`config.mk`:
```
export PLATFORM = sky130hd
export DESIGN_NAME = isr_ops_core
export DESIGN_NICKNAME = d
export VERILOG_FILES = /design/src/inc/isr_ops_pkg.sv /design/src/rtl/isr_ptr_unit.sv /design/src/rtl/isr_ops_core.sv
export SDC_FILE = /design/constraint.sdc
export NUM_CORES = 1
export LEC_CHECK = 0
export ABC_AREA = 1
export BUFFER_PORTS_ARGS = -buffer_cell sky130_fd_sc_hd__buf_2
export CAP_MARGIN = 10
export CELL_PAD_IN_SITES_DETAIL_PLACEMENT = 0
export CELL_PAD_IN_SITES_GLOBAL_PLACEMENT = 1
export CORE_AREA = 2 2 161 163
export DETAILED_ROUTE_END_ITERATION = 8
export DIE_AREA = 0 0 163 165
export GPL_ROUTABILITY_DRIVEN = 0
export PLACE_DENSITY = 0.64
export SLEW_MARGIN = 20
export SYNTH_ARGS = -nofsm -noshare
export SYNTH_HDL_FRONTEND = slang
export SYNTH_SLANG_ARGS = --single-unit
```
`constraint.sdc`:
```
create_clock -name clk_sys -period 6.7 [get_ports clk_sys]
set_input_delay 0 -clock clk_sys [delete_from_list [all_inputs] [get_ports clk_sys]]
set_output_delay 0 -clock clk_sys [all_outputs]
set_load 0.01 [all_outputs]
```
`src/inc/isr_ops_pkg.sv`:
```
/*
  Package for the indirect store and return execution unit: operation codes,
  pointer update modes, timing and reset values.
  Assumes a core that presents one decoded operation per instruction cycle.
*/
// Overview of operation
// - store writes working register to data address held in selected pointer
// - address is pointer+1, pointer-1 (pre modes), pointer (post modes), or pointer plus signed offset
// - pointer ends +1 for increments, -1 for decrements, unchanged for offset
// - mode 00 pre-inc, 01 pre-dec, 10 post-inc, 11 post-dec; one-bit pointer index
// - signed offset from -32 to +31 is added to pointer for address
// - pointers are 16 bits and wrap past either end
// - store and its pointer update change no status flag
// - option-load copies working register into option configuration register
// - software reset triggers full reset and clears the reset instruction flag
// - interrupt return pops stack into program counter, two cycles, no flags
// - interrupt return sets global interrupt enable, bit 7 of interrupt control
// - subroutine return pops stack into program counter, two cycles, no flags
package isr_ops_pkg;
  // ----------------------------------------------------------------
  // operations
  // ----------------------------------------------------------------
  typedef enum logic [2:0] {
    ISR_OP_IDLE = 3'h0,
    ISR_OP_STORE = 3'h1,
    ISR_OP_OPTION = 3'h2,
    ISR_OP_RESET = 3'h3,
    ISR_OP_RETINT = 3'h4,
    ISR_OP_RETSUB = 3'h5
  } isr_op_t;

  // ----------------------------------------------------------------
  // pointer update modes, offset store uses a separate flag
  // ----------------------------------------------------------------
  localparam logic [1:0] MODE_PRE_INC = 2'h0;
  localparam logic [1:0] MODE_PRE_DEC = 2'h1;
  localparam logic [1:0] MODE_POST_INC = 2'h2;
  localparam logic [1:0] MODE_POST_DEC = 2'h3;

  localparam int PTR_W = 16;
  localparam int PC_W = 11;
  localparam int OFS_W = 6;
  localparam int GIE_BIT = 7;
  localparam int RET_CYCLES = 2;
  localparam logic [PTR_W-1:0] PTR_RESET = 16'h0000;
  localparam logic [7:0] OPTION_RESET = 8'hff;
  localparam logic [7:0] INTCTL_RESET = 8'h00;
endpackage

```
`src/rtl/isr_ptr_unit.sv`:
```
/*
  Address and pointer update arithmetic for the indirect store.
  Purely combinational; the caller registers the results.
*/
`timescale 1ns/100ps
module isr_ptr_unit
  import isr_ops_pkg::*;
(
  // operands
  input wire logic [isr_ops_pkg::PTR_W-1:0] ptr,
  input wire logic [1:0] pointer_update_mode,
  input wire logic use_offset,
  input wire logic [isr_ops_pkg::OFS_W-1:0] offset,
  // results
  output logic [isr_ops_pkg::PTR_W-1:0] eff_addr,
  output logic [isr_ops_pkg::PTR_W-1:0] ptr_after
);
  logic [PTR_W-1:0] plus1;
  logic [PTR_W-1:0] minus1;
  logic [PTR_W-1:0] sext;

  // 16-bit sums drop the carry, so both ends wrap naturally
  assign plus1 = ptr + 16'h0001;
  assign minus1 = ptr - 16'h0001;
  assign sext = {{(PTR_W-OFS_W){offset[OFS_W-1]}}, offset};

  // effective address and updated pointer per mode
  always_comb
  begin
    eff_addr = ptr;
    ptr_after = ptr;
    if (use_offset)
    begin
      eff_addr = ptr + sext;
      ptr_after = ptr;
    end
    else
    begin
      unique case (pointer_update_mode)
        MODE_PRE_INC:
        begin
          eff_addr = plus1;
          ptr_after = plus1;
        end
        MODE_PRE_DEC:
        begin
          eff_addr = minus1;
          ptr_after = minus1;
        end
        MODE_POST_INC:
        begin
          eff_addr = ptr;
          ptr_after = plus1;
        end
        MODE_POST_DEC:
        begin
          eff_addr = ptr;
          ptr_after = minus1;
        end
      endcase
    end
  end
endmodule // isr_ptr_unit

```
`src/rtl/isr_ops_core.sv`:
```
/*
  Execution unit for indirect store, option load, software reset, idle and
  returns. Decoded ops arrive as a one-cycle op_valid with fields; data memory
  write, stack pop and reset request leave as strobes.
  Assumes the stack delivers stack_top combinationally and that the device
  reset network feeds reset back after soft_reset_req.
*/
`timescale 1ns/100ps
module isr_ops_core
  import isr_ops_pkg::*;
(
  // clock and reset
  input wire logic clk_sys,
  input wire logic reset,
  // decoded instruction
  input wire logic op_valid,
  input wire isr_ops_pkg::isr_op_t op_code,
  input wire logic ptr_sel,
  input wire logic [1:0] pointer_update_mode,
  input wire logic use_offset,
  input wire logic [isr_ops_pkg::OFS_W-1:0] offset,
  input wire logic [7:0] w_reg,
  input wire logic [isr_ops_pkg::PC_W-1:0] stack_top,
  input wire logic por_event,
  // core state outputs
  output logic busy,
  output logic [isr_ops_pkg::PC_W-1:0] pc_r,
  output logic [isr_ops_pkg::PTR_W-1:0] ptr0_r,
  output logic [isr_ops_pkg::PTR_W-1:0] ptr1_r,
  output logic [7:0] option_reg_r,
  output logic [7:0] interrupt_control_reg_r,
  output logic reset_instr_flag_r,
  output logic [7:0] status_r,
  // data memory and stack
  output logic mem_we_r,
  output logic [isr_ops_pkg::PTR_W-1:0] mem_addr_r,
  output logic [7:0] mem_wdata_r,
  output logic stack_pop,
  output logic soft_reset_req_r
);
  // ----------------------------------------------------------------
  // sequencer states
  // ----------------------------------------------------------------
  typedef enum logic [1:0] {
    ST_RUN = 2'b01,
    ST_RET2 = 2'b10
  } isr_state_t;

  isr_state_t state_r, state_nxt;
  logic [PC_W-1:0] pc_nxt;
  logic [PTR_W-1:0] ptr0_nxt, ptr1_nxt, sel_ptr, eff_addr, ptr_after;
  logic [7:0] option_nxt, intctl_nxt;
  logic mem_we_nxt, soft_nxt, take;
  logic [PTR_W-1:0] mem_addr_nxt;
  logic [7:0] mem_wdata_nxt;

  assign take = op_valid && (state_r == ST_RUN);
  assign busy = (state_r == ST_RET2); // second return cycle refuses ops
  assign sel_ptr = ptr_sel ? ptr1_r : ptr0_r;
  // the indirect window is only an address path, never stored
  isr_ptr_unit u_ptr (
    .ptr(sel_ptr),
    .pointer_update_mode(pointer_update_mode),
    .use_offset(use_offset),
    .offset(offset),
    .eff_addr(eff_addr),
    .ptr_after(ptr_after)
  );

  // pop happens in the first return cycle, pc loads in the second
  assign stack_pop = take && (op_code == ISR_OP_RETINT || op_code == ISR_OP_RETSUB);

  // ----------------------------------------------------------------
  // next state
  // ----------------------------------------------------------------
  always_comb
  begin
    state_nxt = state_r;
    pc_nxt = pc_r;
    ptr0_nxt = ptr0_r;
    ptr1_nxt = ptr1_r;
    option_nxt = option_reg_r;
    intctl_nxt = interrupt_control_reg_r;
    mem_we_nxt = 1'b0;
    mem_addr_nxt = mem_addr_r;
    mem_wdata_nxt = mem_wdata_r;
    soft_nxt = 1'b0;
    unique case (state_r)
      ST_RUN:
      begin
        if (take)
        begin
          pc_nxt = pc_r + 11'h001;
          unique case (op_code)
            ISR_OP_STORE:
            begin
              mem_we_nxt = 1'b1;
              mem_addr_nxt = eff_addr;
              mem_wdata_nxt = w_reg;
              if (ptr_sel)
                ptr1_nxt = ptr_after;
              else
                ptr0_nxt = ptr_after;
            end
            ISR_OP_OPTION: option_nxt = w_reg;
            ISR_OP_RESET: soft_nxt = 1'b1;
            ISR_OP_RETINT:
            begin
              pc_nxt = pc_r;
              intctl_nxt[GIE_BIT] = 1'b1;
              state_nxt = ST_RET2;
            end
            ISR_OP_RETSUB:
            begin
              pc_nxt = pc_r;
              state_nxt = ST_RET2;
            end
            default: ;
          endcase
        end
      end
      ST_RET2:
      begin
        pc_nxt = stack_top;
        state_nxt = ST_RUN;
      end
    endcase
  end

  // ----------------------------------------------------------------
  // registers; status is held constant since no op here touches flags
  // ----------------------------------------------------------------
  always_ff @(posedge clk_sys)
  begin
    if (reset)
    begin
      state_r <= ST_RUN;
      pc_r <= '0;
      ptr0_r <= PTR_RESET;
      ptr1_r <= PTR_RESET;
      option_reg_r <= OPTION_RESET;
      interrupt_control_reg_r <= INTCTL_RESET;
      mem_we_r <= 1'b0;
      mem_addr_r <= '0;
      mem_wdata_r <= 8'h00;
      soft_reset_req_r <= 1'b0;
      status_r <= 8'h00;
    end
    else
    begin
      state_r <= state_nxt;
      pc_r <= pc_nxt;
      ptr0_r <= ptr0_nxt;
      ptr1_r <= ptr1_nxt;
      option_reg_r <= option_nxt;
      interrupt_control_reg_r <= intctl_nxt;
      mem_we_r <= mem_we_nxt;
      mem_addr_r <= mem_addr_nxt;
      mem_wdata_r <= mem_wdata_nxt;
      soft_reset_req_r <= soft_nxt;
      status_r <= status_r;
    end
  end

  // flag survives the reset it causes: cleared by the op, set by power-on
  always_ff @(posedge clk_sys)
  begin
    if (por_event)
      reset_instr_flag_r <= 1'b1;
    else if (take && op_code == ISR_OP_RESET)
      reset_instr_flag_r <= 1'b0;
  end
endmodule // isr_ops_core

```
==> results of run 1 <==
==> synthesized netlist by cell type, drive strengths merged <==
cell,n
a211oi,3
a21boi,1
a21o,2
a21oi,70
a311oi,2
a31oi,4
buf,29
clkbuf,25
clkinv,4
conb,1
dfxtp,81
fa,1
ha,18
inv,108
nand2,314
nand3,104
nand3b,4
nand4,11
nor2,107
nor3,2
o211ai,17
o21a,1
o21ai,66
o21bai,2
o221ai,2
or2,3
xnor2,7
xor2,13
==> path summary, 6_finish.rpt <==
path	startpoint	end	slack, ns	cells past startpoint
max	ptr_sel	mem_addr_r[14]	3.90	15
min	op_code[1]	reset_instr_flag_r	0.03	3
max reg2reg	ptr0_r[0]	mem_addr_r[14]	3.99	13
min reg2reg	reset_instr_flag_r	reset_instr_flag_r	0.46	1
==> where the power goes <==
group	switching, mW	internal (mW)
clock network	0.242	0.297
logic	0.187	0.0955
registers	0.0140	0.499
total	0.443	0.892
==> repair_timing <==
item,4_1_cts,5_1_grt
endpoints found under the hold margin,28,0
hold buffers,20,0
setup endpoints to repair,0,0
==> critical path, delay by kind of cell <==
kind / cells / cell delay, ns
buf+inv: 4 / 0.88
fa+ha+maj: 2 / 0.64
compound gates: 3 / 0.85
simple gates: 6 / 0.61
==> per-stage QoR <==
stage | util [%] | setup WS [ns] | power, mW | instances
floorplan | - | 4.36 | 0.723 | 1016
global placement | 27.8 | 3.56 | 0.800 | 1413
detailed placement | 27.8 | 3.52 | 0.799 | 1413
CTS | 29.8 | 3.89 | 1.36 | 1449
global route | 29.8 | 3.55 | 1.41 | 1449
finish | 29.8 | 3.90 | 1.33 | 1449
==> cell type report <==
class,instances,area (sq um),share of cell area [%]
multi-input cells,769,3880,52.0
clock buffers,9,225,3.02
well taps,330,413,5.53
flip-flops and latches,81,1620,21.7
repair buffers,141,818,11.0
clock inverters,7,83.8,1.12
inverters,112,420,5.63
==> state kept, by name, indices dropped and copies added (netlist names) <==
name and flops:
interrupt_control_reg_r 1, ptr0_r 16, option_reg_r 8, mem_we_r 1, ptr1_r 16, mem_wdata_r 8, mem_addr_r 16, state_r 2
reset_instr_flag_r 1, pc_r 11, soft_reset_req_r 1
==> metal layers <==
metal  track usage, %  share of wire [%]  vias up
li1                 -                  -     3434
met1             21.1                 48     3004
met2             26.5                 45      183
met3             2.61                4.5       33
met4             6.15                3.1        0
met5                0                  0        -
==> kinds of logic after synthesis <==
kind of cell	after synthesis
and+or+nand+nor	545
AOI/OAI and AO/OA	170
buffers and inverters	166
DFF	81
xor gates and xnor gates	20
adders and majority gates	19
other	1
==> flow_metrics.tcl, run 1 <==
set metrics [dict create \
    final_cell_mix "289 x nand2_1, 116 x buf_2, 105 x inv_1" \
    critPathLaunchType "input pin" \
    synth_top_family_by_area "simple AND/OR/NAND/NOR gates" \
    synth-warning-count 0 \
    avgSynthCellArea_sq_um 6.18 \
    grt_pass1_wl_microns 33800 \
    p_per_area_nw_per_um2 179 \
    fmaxAchievable_mhz 357 \
    status "finished, final reports clean" \
    yosysTopAreaCellShare_pct 26.2 \
    report.final.slew_viol_count 0 \
    yosysSeqAreaShare_pct 26.2 \
    drt_first_pass_iters 5 \
    final.period_utilization_pct 41.9 \
    dr_total_vias 6654 \
    tightestPinTransition_ns 1.01 \
    drtIter0Drc 413 \
    synth_area_sq_um 6200 \
    crit_path_cell_trace "buf_2, buf_4, inv_2, o21ai_1, ha_1, inv_1, fa_1, o21ai_0, nand2_1, nand2_1, nand3_1, nand3_1, nand3_1, nand3_1, a21oi_1" \
    cts_sinks 81 \
    drv_cap 0 \
    cts_tree "built" \
    clockRootBuffer "clkbuf_16" \
    yosysUniqueCellTypes 47 \
    final_common_cell "nand2_1" \
    crit_path_frequent_cell "nand3_1" \
    yosys_register_bits 81 \
    totalNegativeSetupSlack_ns 0 \
    grt_util_all_layers_pct 16.1 \
    htree_levels 3 \
    die_h_microns 165 \
    viasPerCell 4.59 \
    die_w_microns 163 \
    clockBufferDepth 2 \
    synthMuxAreaShare_pct 0 \
    synth_area_leaders "dfxtp_1 26%, nand2_1 18%, nand3_1 8.1%" \
    hold_violations 0 \
    dieArea_sq_um 26900 \
    synth_largest_area_cell "dfxtp_1" \
    synth_fa_ha_area_share_pct 3.96 \
    cts_resized 0 \
    postLayoutCellArea_sq_um 7470 \
    min_period_ns 2.80 \
    fillers 2859 \
    post-route-drc-count 0 \
    critPathKind "in -> reg" \
    fin_nets 1169 \
    ant_nets 0 \
    syn_inst 1002 \
    rows 58 \
    grt_max_degree 51 \
    initial_core_util_pct 24.8 \
    cp.required_ns 6.91 \
    fin_hold_ws_ns 0.0262 \
    fin_worst_skew_ns 0.0128 \
    setup_violations 0 \
    clkLatencyLatePin_ns 0.36 \
    end_kind "flip-flop" \
    fp.coreArea_sq_um 25000 \
    power.leakage_nw 3.66 \
    hold_path_class "in -> reg" \
    io_pins 132 \
    worst-path-max-fanout 38 \
    rsz0062_at_grt "false" \
    numCtsBuffers 9 \
    cp_slowest_stage_delay_ns 0.44 \
    cp.arrival_ns 3.01 \
    synth-simple-area-share_pct 39.1 \
    routed_wl_microns 21600 \
    place_area_sq_um 6960 \
    cp_slowest_cell "o21ai_0" \
    synth-xor-area-share_pct 2.95 \
    routedWlPerCell_microns 14.9 \
    syn2layout_area_growth_pct 20.5 \
    antenna_found_initial 0 \
    clkTransAtPathRegs_ns 0.07 \
    io_buffers 116 \
    cts_setup_buffers 0 \
    grt_remaining_overflow 0 \
    diodes 0 \
    place_hpwl_microns 16000 \
    relSlewSlack_pct 32.1 \
    grt_pass1_vias 6097 \
    vdd_drop_max_v 0.000106 \
    synth_compound_gate_area_share_pct 15.7 \
    drive_gt1_share_pct 17.7 \
]
(Power assumes the default switching activity.)
==> run 2, diff against run 1 <==
Settings changed: ABC_AREA 1 to 0, CORE_AREA 2 2 161 163 to 2 2 149 151, DIE_AREA 0 0 163 165 to 0 0 151 153, PLACE_DENSITY 0.64 to 0.62.
Clock period 6.7 ns to 2.7 ns, I/O delays scaled along.
==> run 2 against run 1 <==
Non-clock buffer count is 54 higher. Cell count is 23% lower. Clock power is 140% higher. Worst hold slack worse by 0.016 ns. Register-to-register slack worse by 3.8 ns. Via count is 21% lower. Combinational power is 63% higher. Sequential power is 140% higher. Highest routed layer unchanged. Routed wire length is 19% lower. Clock skew is 0.0076 ns lower. Largest power group unchanged. Critical path type is now reg -> reg. Synthesized area is 15% lower.
==> flow_metrics.tcl, run 2 <==
set metrics [dict create \
    status "finished, final reports clean" \
    drtIter0Drc 341 \
    use_met2_pct 23.2 \
    rr_worst_depth 11 \
    htree_levels 3 \
    worst-path-max-fanout 3 \
    cp.required_ns 2.96 \
    synth_area_sq_um 5270 \
    hold_path_class "in -> reg" \
    grt_use_met3_pct 2.15 \
    r2r_slack_ns 0.15 \
    power.leakage_nw 3.16 \
    rsz0062_at_grt "false" \
    grt_max_degree 68 \
    drive_gt1_share_pct 28.0 \
    report.final.slew_viol_count 0 \
    final_cell_mix "116 x buf_2, 82 x nor2_1, 79 x dfxtp_1" \
    fin_nets 889 \
    yosysSeqAreaShare_pct 30.8 \
    setup_violations 0 \
    totalNegativeSetupSlack_ns 0 \
    clockBufferDepth 2 \
    fin_cells 1119 \
    cp_slowest_stage_delay_ns 0.32 \
    critPathLaunchType "flip-flop" \
    crit_path_frequent_cell "buf_4" \
    antenna_found_initial 0 \
    critPathKind "reg -> reg" \
    initial_core_util_pct 24.5 \
    rows 54 \
    io_buffers 116 \
    clockRootBuffer "clkbuf_16" \
    p_per_area_nw_per_um2 428 \
    dr_total_vias 5252 \
    largest_registers "mem_addr_r x16, ptr0_r x16, ptr1_r x16" \
    yosys_register_bits 81 \
    synth_ff_type "dfxtp_1" \
    fillers 2333 \
    min_period_ns 2.55 \
    numCtsBuffers 9 \
    synth_largest_area_cell "dfxtp_1" \
    drv_cap 0 \
    dp_slack_ns 0.0140 \
    cts_sinks 81 \
    grt_pass1_wl_microns 27900 \
    avgSynthCellArea_sq_um 7.97 \
    yosysMostFrequentCell "nor2_1" \
    fmaxAchievable_mhz 392 \
    grt_pass1_vias 4969 \
    grt.busiest_layer "met2" \
    final.period_utilization_pct 94.4 \
    die_w_microns 151 \
    post-route-drc-count 0 \
    vdd_drop_max_v 0.000281 \
    routed_wl_microns 17500 \
    hold_violations 0 \
    fp.coreArea_sq_um 21500 \
    syn2layout_area_growth_pct 33.0 \
    fin_ws_ns 0.150 \
    syn_inst 661 \
    yosysUniqueCellTypes 78 \
    crit_path_cell_trace "mux2_2, ha_1, buf_4, o21ai_0, a21oi_2, nor2_1, o211ai_1, buf_4, a311oi_1, xnor2_1, a221oi_1" \
    fin_hold_ws_ns 0.0102 \
    yosysTopAreaCellShare_pct 30.8 \
    synthArstFlopShare_pct 0 \
    use_met1_pct 22.5 \
    fin_worst_skew_ns 0.00522 \
    dp.cells 1086 \
    synth_edf_count 0 \
    drt_first_pass_iters 4 \
    ant_nets 0 \
    io_pins 132 \
    tightestPinTransition_ns 0.840 \
    synth-warning-count 0 \
    clkTransAtPathRegs_ns 0.07 \
    diodes 0 \
    whs_path_depth 5 \
    final_common_cell "buf_2" \
    path_depth 11 \
    crit_family "compound AO/OA/AOI/OAI gates" \
    grt_remaining_overflow 0 \
    cts_tree "built" \
    place_hpwl_microns 13200 \
    routedWlPerCell_microns 15.7 \
    worst-path-buf-inv 2 \
    die_h_microns 153 \
    grt_util_all_layers_pct 15.4 \
    cp.arrival_ns 2.81 \
    clkLatencyLatePin_ns 0.35 \
    cp_slowest_cell "dfxtp_1" \
    dieArea_sq_um 23100 \
    viasPerCell 4.69 \
    end_kind "flip-flop" \
    synth.top_cells.by_count "82 x nor2_1, 81 x dfxtp_1, 62 x nand2_1" \
    synth_area_leaders "dfxtp_1 31%, nor2_1 5.8%, a21oi_1 5.8%" \
    p_total_mw 3.00 \
    relSlewSlack_pct 43.8 \
]
==> run 2: changes by cell type in the layout (fill, tap and decap cells not counted), sizes merged, moves of 14 or more <==
| cell | before | now |
|---|---|---|
| mux2i | 0 | 14 |
| nand2 | 314 | 62 |
| or3 | 0 | 23 |
| inv | 112 | 28 |
| o21ai | 66 | 38 |
| xnor2 | 7 | 22 |
| nand3 | 104 | 14 |
| nor2 | 107 | 85 |
| buf | 121 | 178 |
==> run 2: kinds of logic (layout without fill, tap and decap cells) <==
group / Yosys count / after routing / share of synthesized area, %
fa+ha+maj: 19 / 19 / 4.66
flops: 81 / 81 / 30.8
compound gates: 183 / 183 / 23.2
simple gates: 250 / 250 / 24.4
other cells: 1 / 15 / 0.0712
mux: 19 / 19 / 4.51
xor+xnor: 34 / 34 / 5.65
buf+inv: 74 / 238 / 6.75
==> run 2: layout make-up <==
type / count / area, sq um / share of cell area (%)
multi-input cells: 520 / 3400 / 48.5
flip-flops and latches: 81 / 1620 / 23.2
repair buffers: 195 / 1230 / 17.5
well taps: 280 / 350 / 5.00
clock buffers: 9 / 225 / 3.21
inverters: 27 / 101 / 1.45
clock inverters: 7 / 78.8 / 1.13
==> run 2: layer usage <==
| metal | wire (microns) | part of all wire, % |
|---|---|---|
| met1 | 8700 | 50 |
| met2 | 7860 | 45 |
| met3 | 655 | 3.7 |
| met4 | 320 | 1.8 |
| met5 | 0 | 0 |
==> run 2: worst paths after layout <==
check / from / endpoint
max: ptr0_r[3] / mem_addr_r[14]
max reg2reg: ptr0_r[3] / mem_addr_r[14]
min: stack_top[2] / pc_r[2]
min reg2reg: mem_addr_r[0] / mem_addr_r[0]
==> run 2: what timing repair did <==
action	in CTS	in global routing
buffers inserted	0	0
pin swaps	0	3
setup endpoints to repair	1	5
endpoints found under the hold margin	23	0
gates resized for setup	1	9
hold buffers	17	0
==> run 2: power by group <==
| part | leakage [nW] | internal [mW] | switching [mW] |
|---|---|---|---|
| Sequential | 0.656 | 1.23 | 0.0241 |
| Clock | 0.150 | 0.727 | 0.560 |
| Combinational | 2.35 | 0.191 | 0.271 |
==> run 2: stage by stage <==
stage	util [%]	instance area [sq um]
after floorplan	-	5320
after global placement	30.2	6480
after detailed placement	30.2	6480
after CTS	32.4	6960
after global routing	32.6	7010
final	32.6	7010
==> run 2: tightest hold or removal path: cells and delay by family <==
kind | cells | cell delay, ns
compound gates | 2 | 0.10
buf+inv | 1 | 0.08
simple gates | 2 | 0.15
